<file path="src/spcb_pkg.sv">
// Shared constants and carrier types for the slave port with cold-boot loader.
// Assumes a single 100 MHz clock domain and bus inputs synchronous to it.
package spcb_pkg;

    // Clock and boot serial rate
    localparam int SPCB_CLK_HZ        = 100_000_000;
    localparam int SPCB_BOOT_BAUD_BPS = 2400;
    localparam int SPCB_BAUD_DIV_CYC  = SPCB_CLK_HZ / SPCB_BOOT_BAUD_BPS;
    localparam int SPCB_BAUD_CNT_W    = 16;

    // Register map seen by both sides
    localparam int         SPCB_NUM_DATA   = 3;
    localparam logic [1:0] SPCB_REG_ZERO   = 2'h0;
    localparam logic [1:0] SPCB_REG_STATUS = 2'h3;

    // Status word layout
    localparam int SPCB_ST_M2S_FULL_LSB = 0;
    localparam int SPCB_ST_S2M_FULL_LSB = 3;
    localparam int SPCB_ST_M2S_PEND     = 6;
    localparam int SPCB_ST_S2M_PEND     = 7;

    // Boot mode codes, {high pin, low pin}
    localparam logic [1:0] SPCB_BOOT_MEM       = 2'h0;
    localparam logic [1:0] SPCB_BOOT_SER_ASYNC = 2'h1;
    localparam logic [1:0] SPCB_BOOT_SER_SYNC  = 2'h2;
    localparam logic [1:0] SPCB_BOOT_SLAVE     = 2'h3;

    // Boot stream and buffer shape
    localparam int SPCB_ADDR_W     = 15;
    localparam int SPCB_FIFO_WIDTH = 8;
    localparam int SPCB_FIFO_DEPTH = 8;
    localparam int SPCB_FIFO_CNT_W = 4;
    localparam logic [SPCB_FIFO_CNT_W-1:0] SPCB_FIFO_SAFE_LVL = 4'h6;

    // One register access from either side
    typedef struct packed {
        logic       wr;
        logic       rd;
        logic [1:0] addr;
        logic [7:0] data;
    } spcb_req_s;

    // One boot store
    typedef struct packed {
        logic                   io;
        logic [SPCB_ADDR_W-1:0] addr;
        logic [7:0]             data;
    } spcb_boot_wr_s;

endpackage

</file>
<file path="src/spcb_slave_port.sv">
// Mailbox slave port between an external master and the local processor,
// plus the cold-boot loader that fills memory from a byte stream.
// Assumes master strobes are synchronous to clock_i; serial bytes arrive
// already deserialised from serial port A.
// Notes on behaviour
// - Three byte mailboxes each direction, six in all.
// - Each of the three data addresses holds separate storage per direction; reads see the other side.
// - Master write strobe captures bus data into its write register.
// - Master write to status changes nothing; only signals.
// - Master read enable makes the port drive the selected register.
// - Local write of register zero raises the master interrupt line.
// - Master write of register zero interrupts the local processor if enabled.
// - Registers one and two never raise an interrupt.
// - Full flag set by any writer write, cleared by opposite read.
// - Status shows pending register-zero requests from each side.
// - Status readable from master and local processor.
// - Both boot pins low: run from address zero on select zero.
// - Other modes boot from serial async 2400, serial sync, or slave port.
// - Boot stream is address/address/data triplets, one store each.
// - Address top bit picks I/O space, else memory; 32K each.
// - An I/O store ends boot and starts execution at zero.
`timescale 1ns/10ps
module spcb_slave_port
    import spcb_pkg::*;
#(
    parameter int BAUD_DIV = SPCB_BAUD_DIV_CYC
) (
    input  wire logic          clock_i,
    input  wire logic          rst_n_i,
    input  wire spcb_req_s     mstr_req_i,
    output logic [7:0]         mstr_data_o,
    output logic               mstr_data_oe_n_o,
    output logic               mstr_irq_o,
    output logic               mstr_status_sig_o,
    input  wire spcb_req_s     cpu_req_i,
    input  wire logic          cpu_irq_en_i,
    output logic [7:0]         cpu_rdata_o,
    output logic               cpu_irq_o,
    input  wire logic          boot_mode_pin_low_i,
    input  wire logic          boot_mode_pin_high_i,
    input  wire logic          ser_valid_i,
    input  wire logic [7:0]    ser_data_i,
    output logic               ser_ready_o,
    output logic               ser_async_o,
    output logic               ser_sync_o,
    output logic               ser_baud_tick_o,
    output logic               boot_wr_o,
    output spcb_boot_wr_s      boot_wr_data_o,
    output logic               run_o,
    output logic               exec_start_o,
    output logic               memory_select_zero_n_o,
    output logic               memory_output_enable_zero_n_o
);

    typedef enum logic [2:0] {
        ST_CAPTURE, ST_ADDR_HI, ST_ADDR_LO, ST_DATA, ST_WRITE, ST_RUN
    } spcb_state_e;

    // Pick one mailbox byte or the status word
    function automatic logic [7:0] reg_mux(input logic [1:0] sel,
                                           input logic [2:0][7:0] regs,
                                           input logic [7:0] status);
        logic [7:0] val;
        val = status;
        if (sel != SPCB_REG_STATUS) begin
            val = regs[sel];
        end
        return val;
    endfunction

    // Mailbox state, three bytes each way
    logic [2:0][7:0] m2s_reg, m2s_next;
    logic [2:0][7:0] s2m_reg, s2m_next;
    logic [2:0]      m2s_full_reg, m2s_full_next;
    logic [2:0]      s2m_full_reg, s2m_full_next;
    logic            pend_m2s_reg, pend_m2s_next;
    logic            pend_s2m_reg, pend_s2m_next;
    logic            cpu_irq_reg, cpu_irq_next;
    logic            sig_reg, sig_next;
    logic            mrd_prev_reg;
    logic [7:0]      status;
    logic            m_rd_evt, m_wr_data, c_wr_data;
    logic            loader_pop;

    // Pin output state
    logic [7:0]      mdata_reg, mdata_next;
    logic            moe_n_reg, moe_n_next;
    logic [7:0]      crdata_reg, crdata_next;

    // Loader state
    spcb_state_e                 state_reg, state_next;
    logic [1:0]                  mode_reg, mode_next;
    logic [7:0]                  ahi_reg, ahi_next;
    logic [7:0]                  alo_reg, alo_next;
    logic [7:0]                  bdat_reg, bdat_next;
    logic                        bwr_reg, bwr_next;
    spcb_boot_wr_s               bwd_reg, bwd_next;
    logic                        exec_reg, exec_next;
    logic                        sready_reg, sready_next;
    logic [SPCB_BAUD_CNT_W-1:0]  baud_cnt_reg, baud_cnt_next;
    logic                        tick_reg, tick_next;
    logic                        booting;

    // Boot FIFO wiring
    logic                        f_in_valid, f_in_ready;
    logic [7:0]                  f_in_data;
    logic                        f_out_valid, f_out_ready;
    logic [7:0]                  f_out_data;
    logic [SPCB_FIFO_CNT_W-1:0]  f_count;

    // Status word seen by both sides
    always_comb begin
        status = '0;
        status[SPCB_ST_M2S_FULL_LSB +: SPCB_NUM_DATA] = m2s_full_reg;
        status[SPCB_ST_S2M_FULL_LSB +: SPCB_NUM_DATA] = s2m_full_reg;
        status[SPCB_ST_M2S_PEND] = pend_m2s_reg;
        status[SPCB_ST_S2M_PEND] = pend_s2m_reg;
    end

    // Access events; the read enable counts once at its leading edge
    assign m_rd_evt  = mstr_req_i.rd & ~mrd_prev_reg;
    assign m_wr_data = mstr_req_i.wr & (mstr_req_i.addr != SPCB_REG_STATUS);
    assign c_wr_data = cpu_req_i.wr & (cpu_req_i.addr != SPCB_REG_STATUS);

    // Mailbox next values; clears first so a same-cycle write wins
    always_comb begin
        m2s_next      = m2s_reg;
        s2m_next      = s2m_reg;
        m2s_full_next = m2s_full_reg;
        s2m_full_next = s2m_full_reg;
        pend_m2s_next = pend_m2s_reg;
        pend_s2m_next = pend_s2m_reg;
        // Opposite-side reads empty a register
        if (m_rd_evt && mstr_req_i.addr != SPCB_REG_STATUS) begin
            s2m_full_next[mstr_req_i.addr] = 1'b0;
            if (mstr_req_i.addr == SPCB_REG_ZERO) begin
                pend_s2m_next = 1'b0;
            end
        end
        if (cpu_req_i.rd && cpu_req_i.addr != SPCB_REG_STATUS) begin
            m2s_full_next[cpu_req_i.addr] = 1'b0;
            if (cpu_req_i.addr == SPCB_REG_ZERO) begin
                pend_m2s_next = 1'b0;
            end
        end
        if (loader_pop) begin
            m2s_full_next[SPCB_REG_ZERO] = 1'b0;
            pend_m2s_next = 1'b0;
        end
        // Master writes land only in the master-to-slave set
        if (m_wr_data) begin
            m2s_next[mstr_req_i.addr]      = mstr_req_i.data;
            m2s_full_next[mstr_req_i.addr] = 1'b1;
            if (mstr_req_i.addr == SPCB_REG_ZERO) begin
                pend_m2s_next = 1'b1;  // Only register zero requests
            end
        end
        // Local writes land only in the slave-to-master set
        if (c_wr_data) begin
            s2m_next[cpu_req_i.addr]      = cpu_req_i.data;
            s2m_full_next[cpu_req_i.addr] = 1'b1;
            if (cpu_req_i.addr == SPCB_REG_ZERO) begin
                pend_s2m_next = 1'b1;
            end
        end
        cpu_irq_next = pend_m2s_next & cpu_irq_en_i;
        // Status writes store nothing, only pulse a signal
        sig_next = mstr_req_i.wr & (mstr_req_i.addr == SPCB_REG_STATUS);
    end

    // Mailbox registers, emptied at reset
    always_ff @(posedge clock_i or negedge rst_n_i) begin
        if (!rst_n_i) begin
            m2s_reg      <= '0;
            s2m_reg      <= '0;
            m2s_full_reg <= '0;
            s2m_full_reg <= '0;
            pend_m2s_reg <= 1'b0;
            pend_s2m_reg <= 1'b0;
            cpu_irq_reg  <= 1'b0;
            sig_reg      <= 1'b0;
            mrd_prev_reg <= 1'b0;
        end else begin
            m2s_reg      <= m2s_next;
            s2m_reg      <= s2m_next;
            m2s_full_reg <= m2s_full_next;
            s2m_full_reg <= s2m_full_next;
            pend_m2s_reg <= pend_m2s_next;
            pend_s2m_reg <= pend_s2m_next;
            cpu_irq_reg  <= cpu_irq_next;
            sig_reg      <= sig_next;
            mrd_prev_reg <= mstr_req_i.rd;
        end
    end

    // Read data for both sides; the master pin is driven while reading
    always_comb begin
        mdata_next  = reg_mux(mstr_req_i.addr, s2m_reg, status);
        moe_n_next  = ~mstr_req_i.rd;
        crdata_next = crdata_reg;
        if (cpu_req_i.rd) begin
            crdata_next = reg_mux(cpu_req_i.addr, m2s_reg, status);
        end
    end

    always_ff @(posedge clock_i or negedge rst_n_i) begin
        if (!rst_n_i) begin
            mdata_reg  <= '0;
            moe_n_reg  <= 1'b1;
            crdata_reg <= '0;
        end else begin
            mdata_reg  <= mdata_next;
            moe_n_reg  <= moe_n_next;
            crdata_reg <= crdata_next;
        end
    end

    // Boot source select; slave-port bytes leave register zero as they are taken
    assign booting     = (state_reg != ST_RUN) && (state_reg != ST_CAPTURE);
    assign f_in_valid  = booting && ((mode_reg == SPCB_BOOT_SLAVE) ? m2s_full_reg[0]
                                                 : (ser_valid_i & sready_reg));
    assign f_in_data   = (mode_reg == SPCB_BOOT_SLAVE) ? m2s_reg[0] : ser_data_i;
    assign loader_pop  = f_in_valid & f_in_ready & (mode_reg == SPCB_BOOT_SLAVE);
    assign f_out_ready = (state_reg == ST_ADDR_HI) || (state_reg == ST_ADDR_LO)
                         || (state_reg == ST_DATA);

    spcb_fifo #(
        .WIDTH (SPCB_FIFO_WIDTH),
        .DEPTH (SPCB_FIFO_DEPTH)
    ) u_fifo (
        .clock_i     (clock_i),
        .rst_n_i     (rst_n_i),
        .in_valid_i  (f_in_valid),
        .in_ready_o  (f_in_ready),
        .in_data_i   (f_in_data),
        .out_valid_o (f_out_valid),
        .out_ready_i (f_out_ready),
        .out_data_o  (f_out_data),
        .count_o     (f_count)
    );

    // Loader sequence: capture pins, take triplets, store, run
    always_comb begin
        state_next = state_reg;
        mode_next  = mode_reg;
        ahi_next   = ahi_reg;
        alo_next   = alo_reg;
        bdat_next  = bdat_reg;
        bwr_next   = 1'b0;
        bwd_next   = bwd_reg;
        exec_next  = 1'b0;
        case (state_reg)
            ST_CAPTURE: begin
                mode_next = {boot_mode_pin_high_i, boot_mode_pin_low_i};
                if (mode_next == SPCB_BOOT_MEM) begin
                    state_next = ST_RUN;
                    exec_next  = 1'b1;
                end else begin
                    state_next = ST_ADDR_HI;
                end
            end
            ST_ADDR_HI: begin
                if (f_out_valid) begin
                    ahi_next   = f_out_data;
                    state_next = ST_ADDR_LO;
                end
            end
            ST_ADDR_LO: begin
                if (f_out_valid) begin
                    alo_next   = f_out_data;
                    state_next = ST_DATA;
                end
            end
            ST_DATA: begin
                if (f_out_valid) begin
                    bdat_next  = f_out_data;
                    state_next = ST_WRITE;
                end
            end
            ST_WRITE: begin
                // Top bit picks the space, leaving 15 address bits
                bwd_next.io   = ahi_reg[7];
                bwd_next.addr = {ahi_reg[6:0], alo_reg};
                bwd_next.data = bdat_reg;
                bwr_next      = 1'b1;
                if (ahi_reg[7]) begin
                    state_next = ST_RUN;
                    exec_next  = 1'b1;
                end else begin
                    state_next = ST_ADDR_HI;
                end
            end
            ST_RUN: begin
                state_next = ST_RUN;
            end
            default: begin
                state_next = ST_CAPTURE;
            end
        endcase
    end

    // Serial side: ready with headroom for one late byte, and the baud enable
    always_comb begin
        sready_next   = booting && (mode_reg != SPCB_BOOT_SLAVE)
                        && (f_count <= SPCB_FIFO_SAFE_LVL);
        baud_cnt_next = '0;
        tick_next     = 1'b0;
        if (booting && mode_reg == SPCB_BOOT_SER_ASYNC) begin
            if (baud_cnt_reg == SPCB_BAUD_CNT_W'(BAUD_DIV - 1)) begin
                tick_next = 1'b1;
            end else begin
                baud_cnt_next = baud_cnt_reg + 1'b1;
            end
        end
    end

    always_ff @(posedge clock_i or negedge rst_n_i) begin
        if (!rst_n_i) begin
            state_reg    <= ST_CAPTURE;
            mode_reg     <= SPCB_BOOT_MEM;
            ahi_reg      <= '0;
            alo_reg      <= '0;
            bdat_reg     <= '0;
            bwr_reg      <= 1'b0;
            bwd_reg      <= '0;
            exec_reg     <= 1'b0;
            sready_reg   <= 1'b0;
            baud_cnt_reg <= '0;
            tick_reg     <= 1'b0;
        end else begin
            state_reg    <= state_next;
            mode_reg     <= mode_next;
            ahi_reg      <= ahi_next;
            alo_reg      <= alo_next;
            bdat_reg     <= bdat_next;
            bwr_reg      <= bwr_next;
            bwd_reg      <= bwd_next;
            exec_reg     <= exec_next;
            sready_reg   <= sready_next;
            baud_cnt_reg <= baud_cnt_next;
            tick_reg     <= tick_next;
        end
    end

    // Outputs from flip-flops; run, select, enable and serial mode outputs decoded from state and mode flip-flops
    assign mstr_data_o                   = mdata_reg;
    assign mstr_data_oe_n_o              = moe_n_reg;
    assign mstr_irq_o                    = pend_s2m_reg;
    assign mstr_status_sig_o             = sig_reg;
    assign cpu_rdata_o                   = crdata_reg;
    assign cpu_irq_o                     = cpu_irq_reg;
    assign ser_ready_o                   = sready_reg;
    assign ser_async_o                   = booting & (mode_reg == SPCB_BOOT_SER_ASYNC);
    assign ser_sync_o                    = booting & (mode_reg == SPCB_BOOT_SER_SYNC);
    assign ser_baud_tick_o               = tick_reg;
    assign boot_wr_o                     = bwr_reg;
    assign boot_wr_data_o                = bwd_reg;
    assign run_o                         = (state_reg == ST_RUN);
    assign exec_start_o                  = exec_reg;
    assign memory_select_zero_n_o        = ~(state_reg == ST_RUN);
    assign memory_output_enable_zero_n_o = ~(state_reg == ST_RUN);
endmodule

</file>
<file path="src/spcb_fifo.sv">
// Byte FIFO with valid/ready on both sides for the boot stream.
// Assumes one clock; a push into a full FIFO is refused by in_ready_o.
`timescale 1ns/10ps
module spcb_fifo
    import spcb_pkg::*;
#(
    parameter int WIDTH = SPCB_FIFO_WIDTH,
    parameter int DEPTH = SPCB_FIFO_DEPTH
) (
    input  wire logic                       clock_i,
    input  wire logic                       rst_n_i,
    input  wire logic                       in_valid_i,
    output logic                            in_ready_o,
    input  wire logic [WIDTH-1:0]           in_data_i,
    output logic                            out_valid_o,
    input  wire logic                       out_ready_i,
    output logic [WIDTH-1:0]                out_data_o,
    output logic [$clog2(DEPTH):0]          count_o
);
    localparam int PW = $clog2(DEPTH);

    logic [WIDTH-1:0] mem [DEPTH];
    logic [PW:0]      wr_ptr_reg, wr_ptr_next;
    logic [PW:0]      rd_ptr_reg, rd_ptr_next;
    logic             push, pop;

    // Honest full and empty from the pointer difference
    assign count_o     = wr_ptr_reg - rd_ptr_reg;
    assign in_ready_o  = (count_o != (PW+1)'(DEPTH));
    assign out_valid_o = (count_o != '0);
    assign out_data_o  = mem[rd_ptr_reg[PW-1:0]];
    assign push        = in_valid_i & in_ready_o;
    assign pop         = out_valid_o & out_ready_i;

    // Pointer advance
    always_comb begin
        wr_ptr_next = wr_ptr_reg + (PW+1)'(push);
        rd_ptr_next = rd_ptr_reg + (PW+1)'(pop);
    end

    always_ff @(posedge clock_i or negedge rst_n_i) begin
        if (!rst_n_i) begin
            wr_ptr_reg <= '0;
            rd_ptr_reg <= '0;
        end else begin
            wr_ptr_reg <= wr_ptr_next;
            rd_ptr_reg <= rd_ptr_next;
        end
    end

    // Storage, no reset needed
    always_ff @(posedge clock_i) begin
        if (push) begin
            mem[wr_ptr_reg[PW-1:0]] <= in_data_i;
        end
    end

endmodule

</file>
<file path="config.mk">
export PLATFORM = sky130hd
export DESIGN_NAME = spcb_slave_port
export DESIGN_NICKNAME = d
export VERILOG_FILES = /design/src/spcb_pkg.sv /design/src/spcb_slave_port.sv /design/src/spcb_fifo.sv
export SDC_FILE = /design/constraint.sdc
export NUM_CORES = 1
export LEC_CHECK = 0
export ABC_AREA = 1
export BUFFER_PORTS_ARGS = -buffer_cell sky130_fd_sc_hd__buf_2
export CORE_MARGIN = 10
export CORE_UTILIZATION = 50
export CTS_CLUSTER_SIZE = 25
export DETAILED_ROUTE_END_ITERATION = 10
export PLACE_DENSITY = 0.79
export SLEW_MARGIN = 20
export SYNTH_ARGS = -nofsm -noshare
export SYNTH_HDL_FRONTEND = slang
export SYNTH_SLANG_ARGS = --single-unit
</file>
<file path="constraint.sdc">
create_clock -name clock_i -period 3.3 [get_ports clock_i]
set_input_delay 0.33 -clock clock_i [delete_from_list [all_inputs] [get_ports clock_i]]
set_output_delay 0.33 -clock clock_i [all_outputs]
set_load 0.03 [all_outputs]
</file>
* Word-level counts from Yosys, hierarchy flattened
Memory sizes are Yosys's and may differ from the RTL's.
Cells that the tools add are included.
** Word-level totals
- Flip-flop bits (word level) :: 157
- Memory bits (writable) :: 64
- Bits of input ports :: 38
- Output and inout bits :: 53
- Word-level logic and storage cells :: 148
- Memories :: 1
** Cells by class
- $add $sub $neg :: 4
- $lt $le $gt $ge :: 5
- Eq/ne operators :: 18
- Muxes and demuxes :: 48
- Bitwise logic cells :: 20
- Reductions and logical operators :: 21
** Memory list
- u_fifo.mem :: words 8, width 8, rd ports 1, clocked after Yosys merged registers in 0, wr ports 1, RTL line spcb_fifo.sv:22 : logic [WIDTH-1:0] mem [DEPTH];
** Operator list (count)
- 2-to-1 mux 8 bit :: 7
- bitwise mux 24 bit :: 2
- binary-select mux 8 bit (select 2 bit) :: 2
- demux 8 bit (select 2 bit) :: 2
- 2-to-1 mux 16 bit :: 2
- 2-to-1 mux 3 bit :: 9
- 2-to-1 mux 1 bit :: 20
- case mux 3 bit (6 select lines) :: 1
- adder 16 x 1 -> 16 bit, second input constant :: 1
- == test 16 bit, second input constant :: 1
- bitwise AND 1 bit :: 11
- logical AND 1 bit :: 9
- adder 4 x 1 -> 4 bit :: 2
- bitwise AND 3 bit :: 2
- == test 2 bit, second input constant :: 3
- == test 3 x 2 -> 1 bit, second input constant :: 2
- == test 3 bit, second input constant :: 2
- zero test 2 bit :: 3
- < comparator 2 x 3 -> 1 bit, second input constant :: 2
- != test 2 x 1 -> 1 bit, second input constant :: 3
- != test 2 bit, second input constant :: 3
- NOT 3 bit :: 2
- OR 3 bit :: 2
- AND reduction 2 bit :: 3
- other kinds (15) :: 20

* Depth between registers and ports, before layout
- Word-level depth :: 10
- Depth in mapped cells :: 14

* Hierarchy
Synthesis repeated with hierarchy kept, for this count alone.
** Second synthesis, totals
- Cells, all modules :: 1001
- Area, all modules :: 9549.2 µm²
** By module, submodules not included
- spcb_slave_port :: times used 1, cells an instance 751, area an instance 6426.2 µm², seq. area each 3729.8 µm²
- spcb_fifo :: times used 1, cells an instance 250, area an instance 3123.0 µm², seq. area each 2122.0 µm²

* Worst setup path before layout
Ideal clock, no wire load.
- Path type :: flip-flop to flip-flop
- Start :: register u_fifo.rd_ptr_reg[1]
- End :: memory u_fifo.mem[6][0] (netlist name) (enable)
- Arrival :: 2243 ps
- Setup slack :: 673 ps
- Cell stages (with the launch flop) :: 10
- Buffers on the path :: 1
- Period minus slack after synthesis :: 2627 ps
- Cells stage by stage :: dfrtp_1 > inv_1 > buf_2 > fa_1 > inv_1 > nand2_1 > nor2_1 > nand3_1 > nand2_1 > nor3_1
** Between the ends
- Cells in the longest elaborated chain, start to end :: 5
** RTL lines
- start: declaration :: RTL line spcb_fifo.sv:24 : logic [PW:0] rd_ptr_reg, rd_ptr_next;
- start signal: assignment :: RTL line spcb_fifo.sv:47 : rd_ptr_reg <= rd_ptr_next;
- subtractor 4 bit :: RTL line spcb_fifo.sv:28 : assign count_o = wr_ptr_reg - rd_ptr_reg;
- != test 4 bit :: RTL line spcb_fifo.sv:29 : assign in_ready_o = (count_o != (PW+1)'(DEPTH));
- bitwise AND 1 bit :: RTL line spcb_fifo.sv:32 : assign push = in_valid_i & in_ready_o;
- 2-to-1 mux 1 bit :: RTL line spcb_fifo.sv:53 : if (push) begin
- 2-to-1 mux 1 bit (implied by the code) :: RTL line spcb_fifo.sv:54 : mem[wr_ptr_reg[PW-1:0]] <= in_data_i;
- end: declaration :: RTL line spcb_fifo.sv:22
No other way between the ends.

* Worst setup path in the final report
- Start :: register u_fifo.rd_ptr_reg[1]
- End :: register u_fifo.wr_ptr_reg[2]
** Between the ends
- Cells in the longest elaborated chain, start to end :: 4
** RTL lines
- subtractor 4 bit :: RTL line spcb_fifo.sv:28
- != test 4 bit :: RTL line spcb_fifo.sv:29
- bitwise AND 1 bit :: RTL line spcb_fifo.sv:32
- adder 4 x 1 -> 4 bit :: RTL line spcb_fifo.sv:37 : wr_ptr_next = wr_ptr_reg + (PW+1)'(push);
- net u_fifo.wr_ptr_next[2] :: RTL line spcb_fifo.sv:23 : logic [PW:0] wr_ptr_reg, wr_ptr_next;
- end signal: assignment :: RTL line spcb_fifo.sv:46 : wr_ptr_reg <= wr_ptr_next;
- end: declaration :: RTL line spcb_fifo.sv:23
The timed path passes the listed nets, and every way through them passes these cells.
A chain may end at the register's enable or synchronous reset.

==> metrics.csv <==
metric,value,unit
leakage,5.001,nW
RSZ-0062 raised after global routing,no,
Pre-antenna DRT Iters,6,
DRT iter0 DRCs,602,
Fmax,0.3668,GHz
via density per instance,5.418,
total grt overflow,0,
Unique masters post-synth,39,
post-synthesis sequential area ratio,63.65,%
# resized after CTS,0,
pre-CTS WS,0.5893,ns
max-cap violations,0,
Max VDD drop,0.0006632,V
CP arrival,3.11,ns
min Tclk post-route,2.726,ns
Worst Max-Slew Pin Slew,0.8316,ns
Root Buffer,clkbuf_16,
skew final,0.007848,ns
Detail Placement HPWL,14520,um
mean post-synth cell area,9.833,um2
top-count cell post-synth,nand2_1,
Core ar.,18020,um2
"top cells by count, synth","nand2_1 (279), dfrtp_1 (156), o21ai_0 (122)",
drt drc,0,
Fin Setup TNS,0,ns
final layout net count,1085,
Site Rows,49,
Yosys reg bits,221,
Post-Synthesis Cells,935,
total wire length,20850,um
"EDFF count, synth",64,
CTS tree,done,
Routability Congestion,0.9049,
syn_nets,983,
Die Ht,155.6,um
Hold Path Class,in2reg,
max-slew violation count,0,
CTS buffer count,23,
pin count of the biggest net entering global routing,98,
max reg flops,64,
Crit. End Element,flop,
status,"finished, final reports clean",
worst-path fanout max,19,
CP startpoint kind,flop,
via count,6951,
Synthesis Warnings,0,
"Cell Area, Synth",9194,um2
final antenna diode count,0,
Routed Antenna Nets,0,
Synth area leader,dfrtp_1,
Main synth FF type,dfrtp_1,
Setup-failing EPs final,0,
Max clock buf depth,3,
Overall Global Routing Usage,17.12,%
clk_lat worst skew,0.50,ns
period utilization,82.61,%
slew margin rel.,44.50,%
global-route wire length before repair,34570,um
post-synth top area share,42.46,%
"Area growth, synth to finish",15.96,%
initial antenna violation count,0,
I/O Pins,91,
Async SR Flop Fraction,71.04,%
PwrDens,874.7,nW/um2
chip width,155.6,um
Die ar.,24210,um2
vias in the first global route,6973,
clk slew on worst S/H paths,0.06,ns
H-tree levels,1,
clock sink count,221,
layout cell share with drive strength beyond 1,14.90,%
Port-buffer cells,90,
fin worst setup slack,0.5740,ns
final count of hold timing violations,0,
Starting Density,51.01,%
wire per inst,16.25,um
main area contributors after synthesis,"dfrtp_1 (42%), edfxtp_1 (21%), nand2_1 (11%), o21ai_0 (6.6%), inv_1 (2.7%)",
WP data required,3.68,ns
Crit Path Class,reg2reg,
-- cells by family (layout without fill, tap and decap cells) --
logic type	count (synthesis)	count (layout)	share of synthesized area (%)
AOI/OAI and AO/OA	190	190	11.21
adders and majority gates	10	10	1.443
buffers and inverters	103	222	4.736
DFF	221	221	63.65
xor gates and xnor gates	6	6	0.5716
muxes	8	8	0.8710
and+or+nand+nor	397	397	17.52
-- placed cells by master, fill, tap and decap left out, types with 5 or more instances in the layout --
cell type    n
mux2i_1      8
buf_4       12
buf_2       89
clkbuf_16   24
nand3_1     13
ha_1         9
inv_2        6
o22ai_1     17
nand2_2      7
clkbuf_1    11
dfrtp_1    156
a221oi_1     5
a21oi_1     23
nand2_1    279
edfxtp_1    64
xor2_1       5
nor3_1      18
o21ai_1      6
nor2_1      65
o21ai_0    122
a31oi_1     10
inv_1       67
-- repair_timing --
| action | 4_1_cts | 5_1_grt |
|---|---|---|
| buffers inserted | 0 | 0 |
| hold endpoints to repair | 61 | 0 |
| hold buffers | 2 | 0 |
-- where the power goes --
group          total [mW]  internal, mW  switching, mW
logic                2.92         0.860           2.06
clock network        2.55          1.54           1.00
registers            3.86          3.49          0.375
-- worst max-delay path, stage by stage (launching register included) --
cell and delay [ns]:
dfrtp_1 0.66, inv_1 0.17, fa_1 0.50, inv_1 0.09, nand2_1 0.05, nor2_1 0.16, nand3_1 0.13, nand2_1 0.23
inv_1 0.08, ha_1 0.20, ha_1 0.19, xor2_1 0.14
-- worst paths after layout --
kind	slack, ns	start	end	cells past startpoint
max	0.57	u_fifo.rd_ptr_reg[1]	u_fifo.wr_ptr_reg[2]	11
min	0.04	cpu_irq_en_i	cpu_irq_o	3
max reg2reg	0.57	u_fifo.rd_ptr_reg[1]	u_fifo.wr_ptr_reg[2]	11
min reg2reg	0.46	boot_wr_data_o[14]	boot_wr_data_o[14]	2
max in group asynchronous	2.05	rst_n_i	m2s_reg[1]	3
min in group asynchronous	0.36	rst_n_i	baud_cnt_reg[8]	2
-- per-layer routing --
metal | wire length, um | GRT usage [%] | share of wire, %
met2 | 10060 | 28.42 | 48
met4 | 443 | 4.768 | 2.1
met5 | 0 | 0 | 0
met3 | 1458 | 3.695 | 7.0
met1 | 8884 | 22.23 | 43
-- per-stage QoR --
step / total power [mW] / hold slack, ns / utilization (%) / cell area, um2 / instances
final: 9.326 / 0.03763 / 59.15 / 10660 / 1283
after global routing: 9.935 / 0.05056 / 59.15 / 10660 / 1283
after CTS: 9.413 / 0.02427 / 59.15 / 10660 / 1283
after detailed placement: 6.829 / 0.3441 / 54.89 / 9893 / 1239
after global placement: 6.727 / 0.3354 / 54.89 / 9893 / 1239
after floorplan: 5.907 / 0.03441 / - / 9194 / 935
-- area by class of cell --
cell class,instances,area [um2]
clock buffers,37,669.4
clock inverters,5,78.83
fillers,1524,7363
inverters,75,281.5
multi-input cells,611,2907
flip-flops and latches,221,5852
well taps,229,286.5
repair buffers,105,586.8
(Power assumes the default switching activity.)
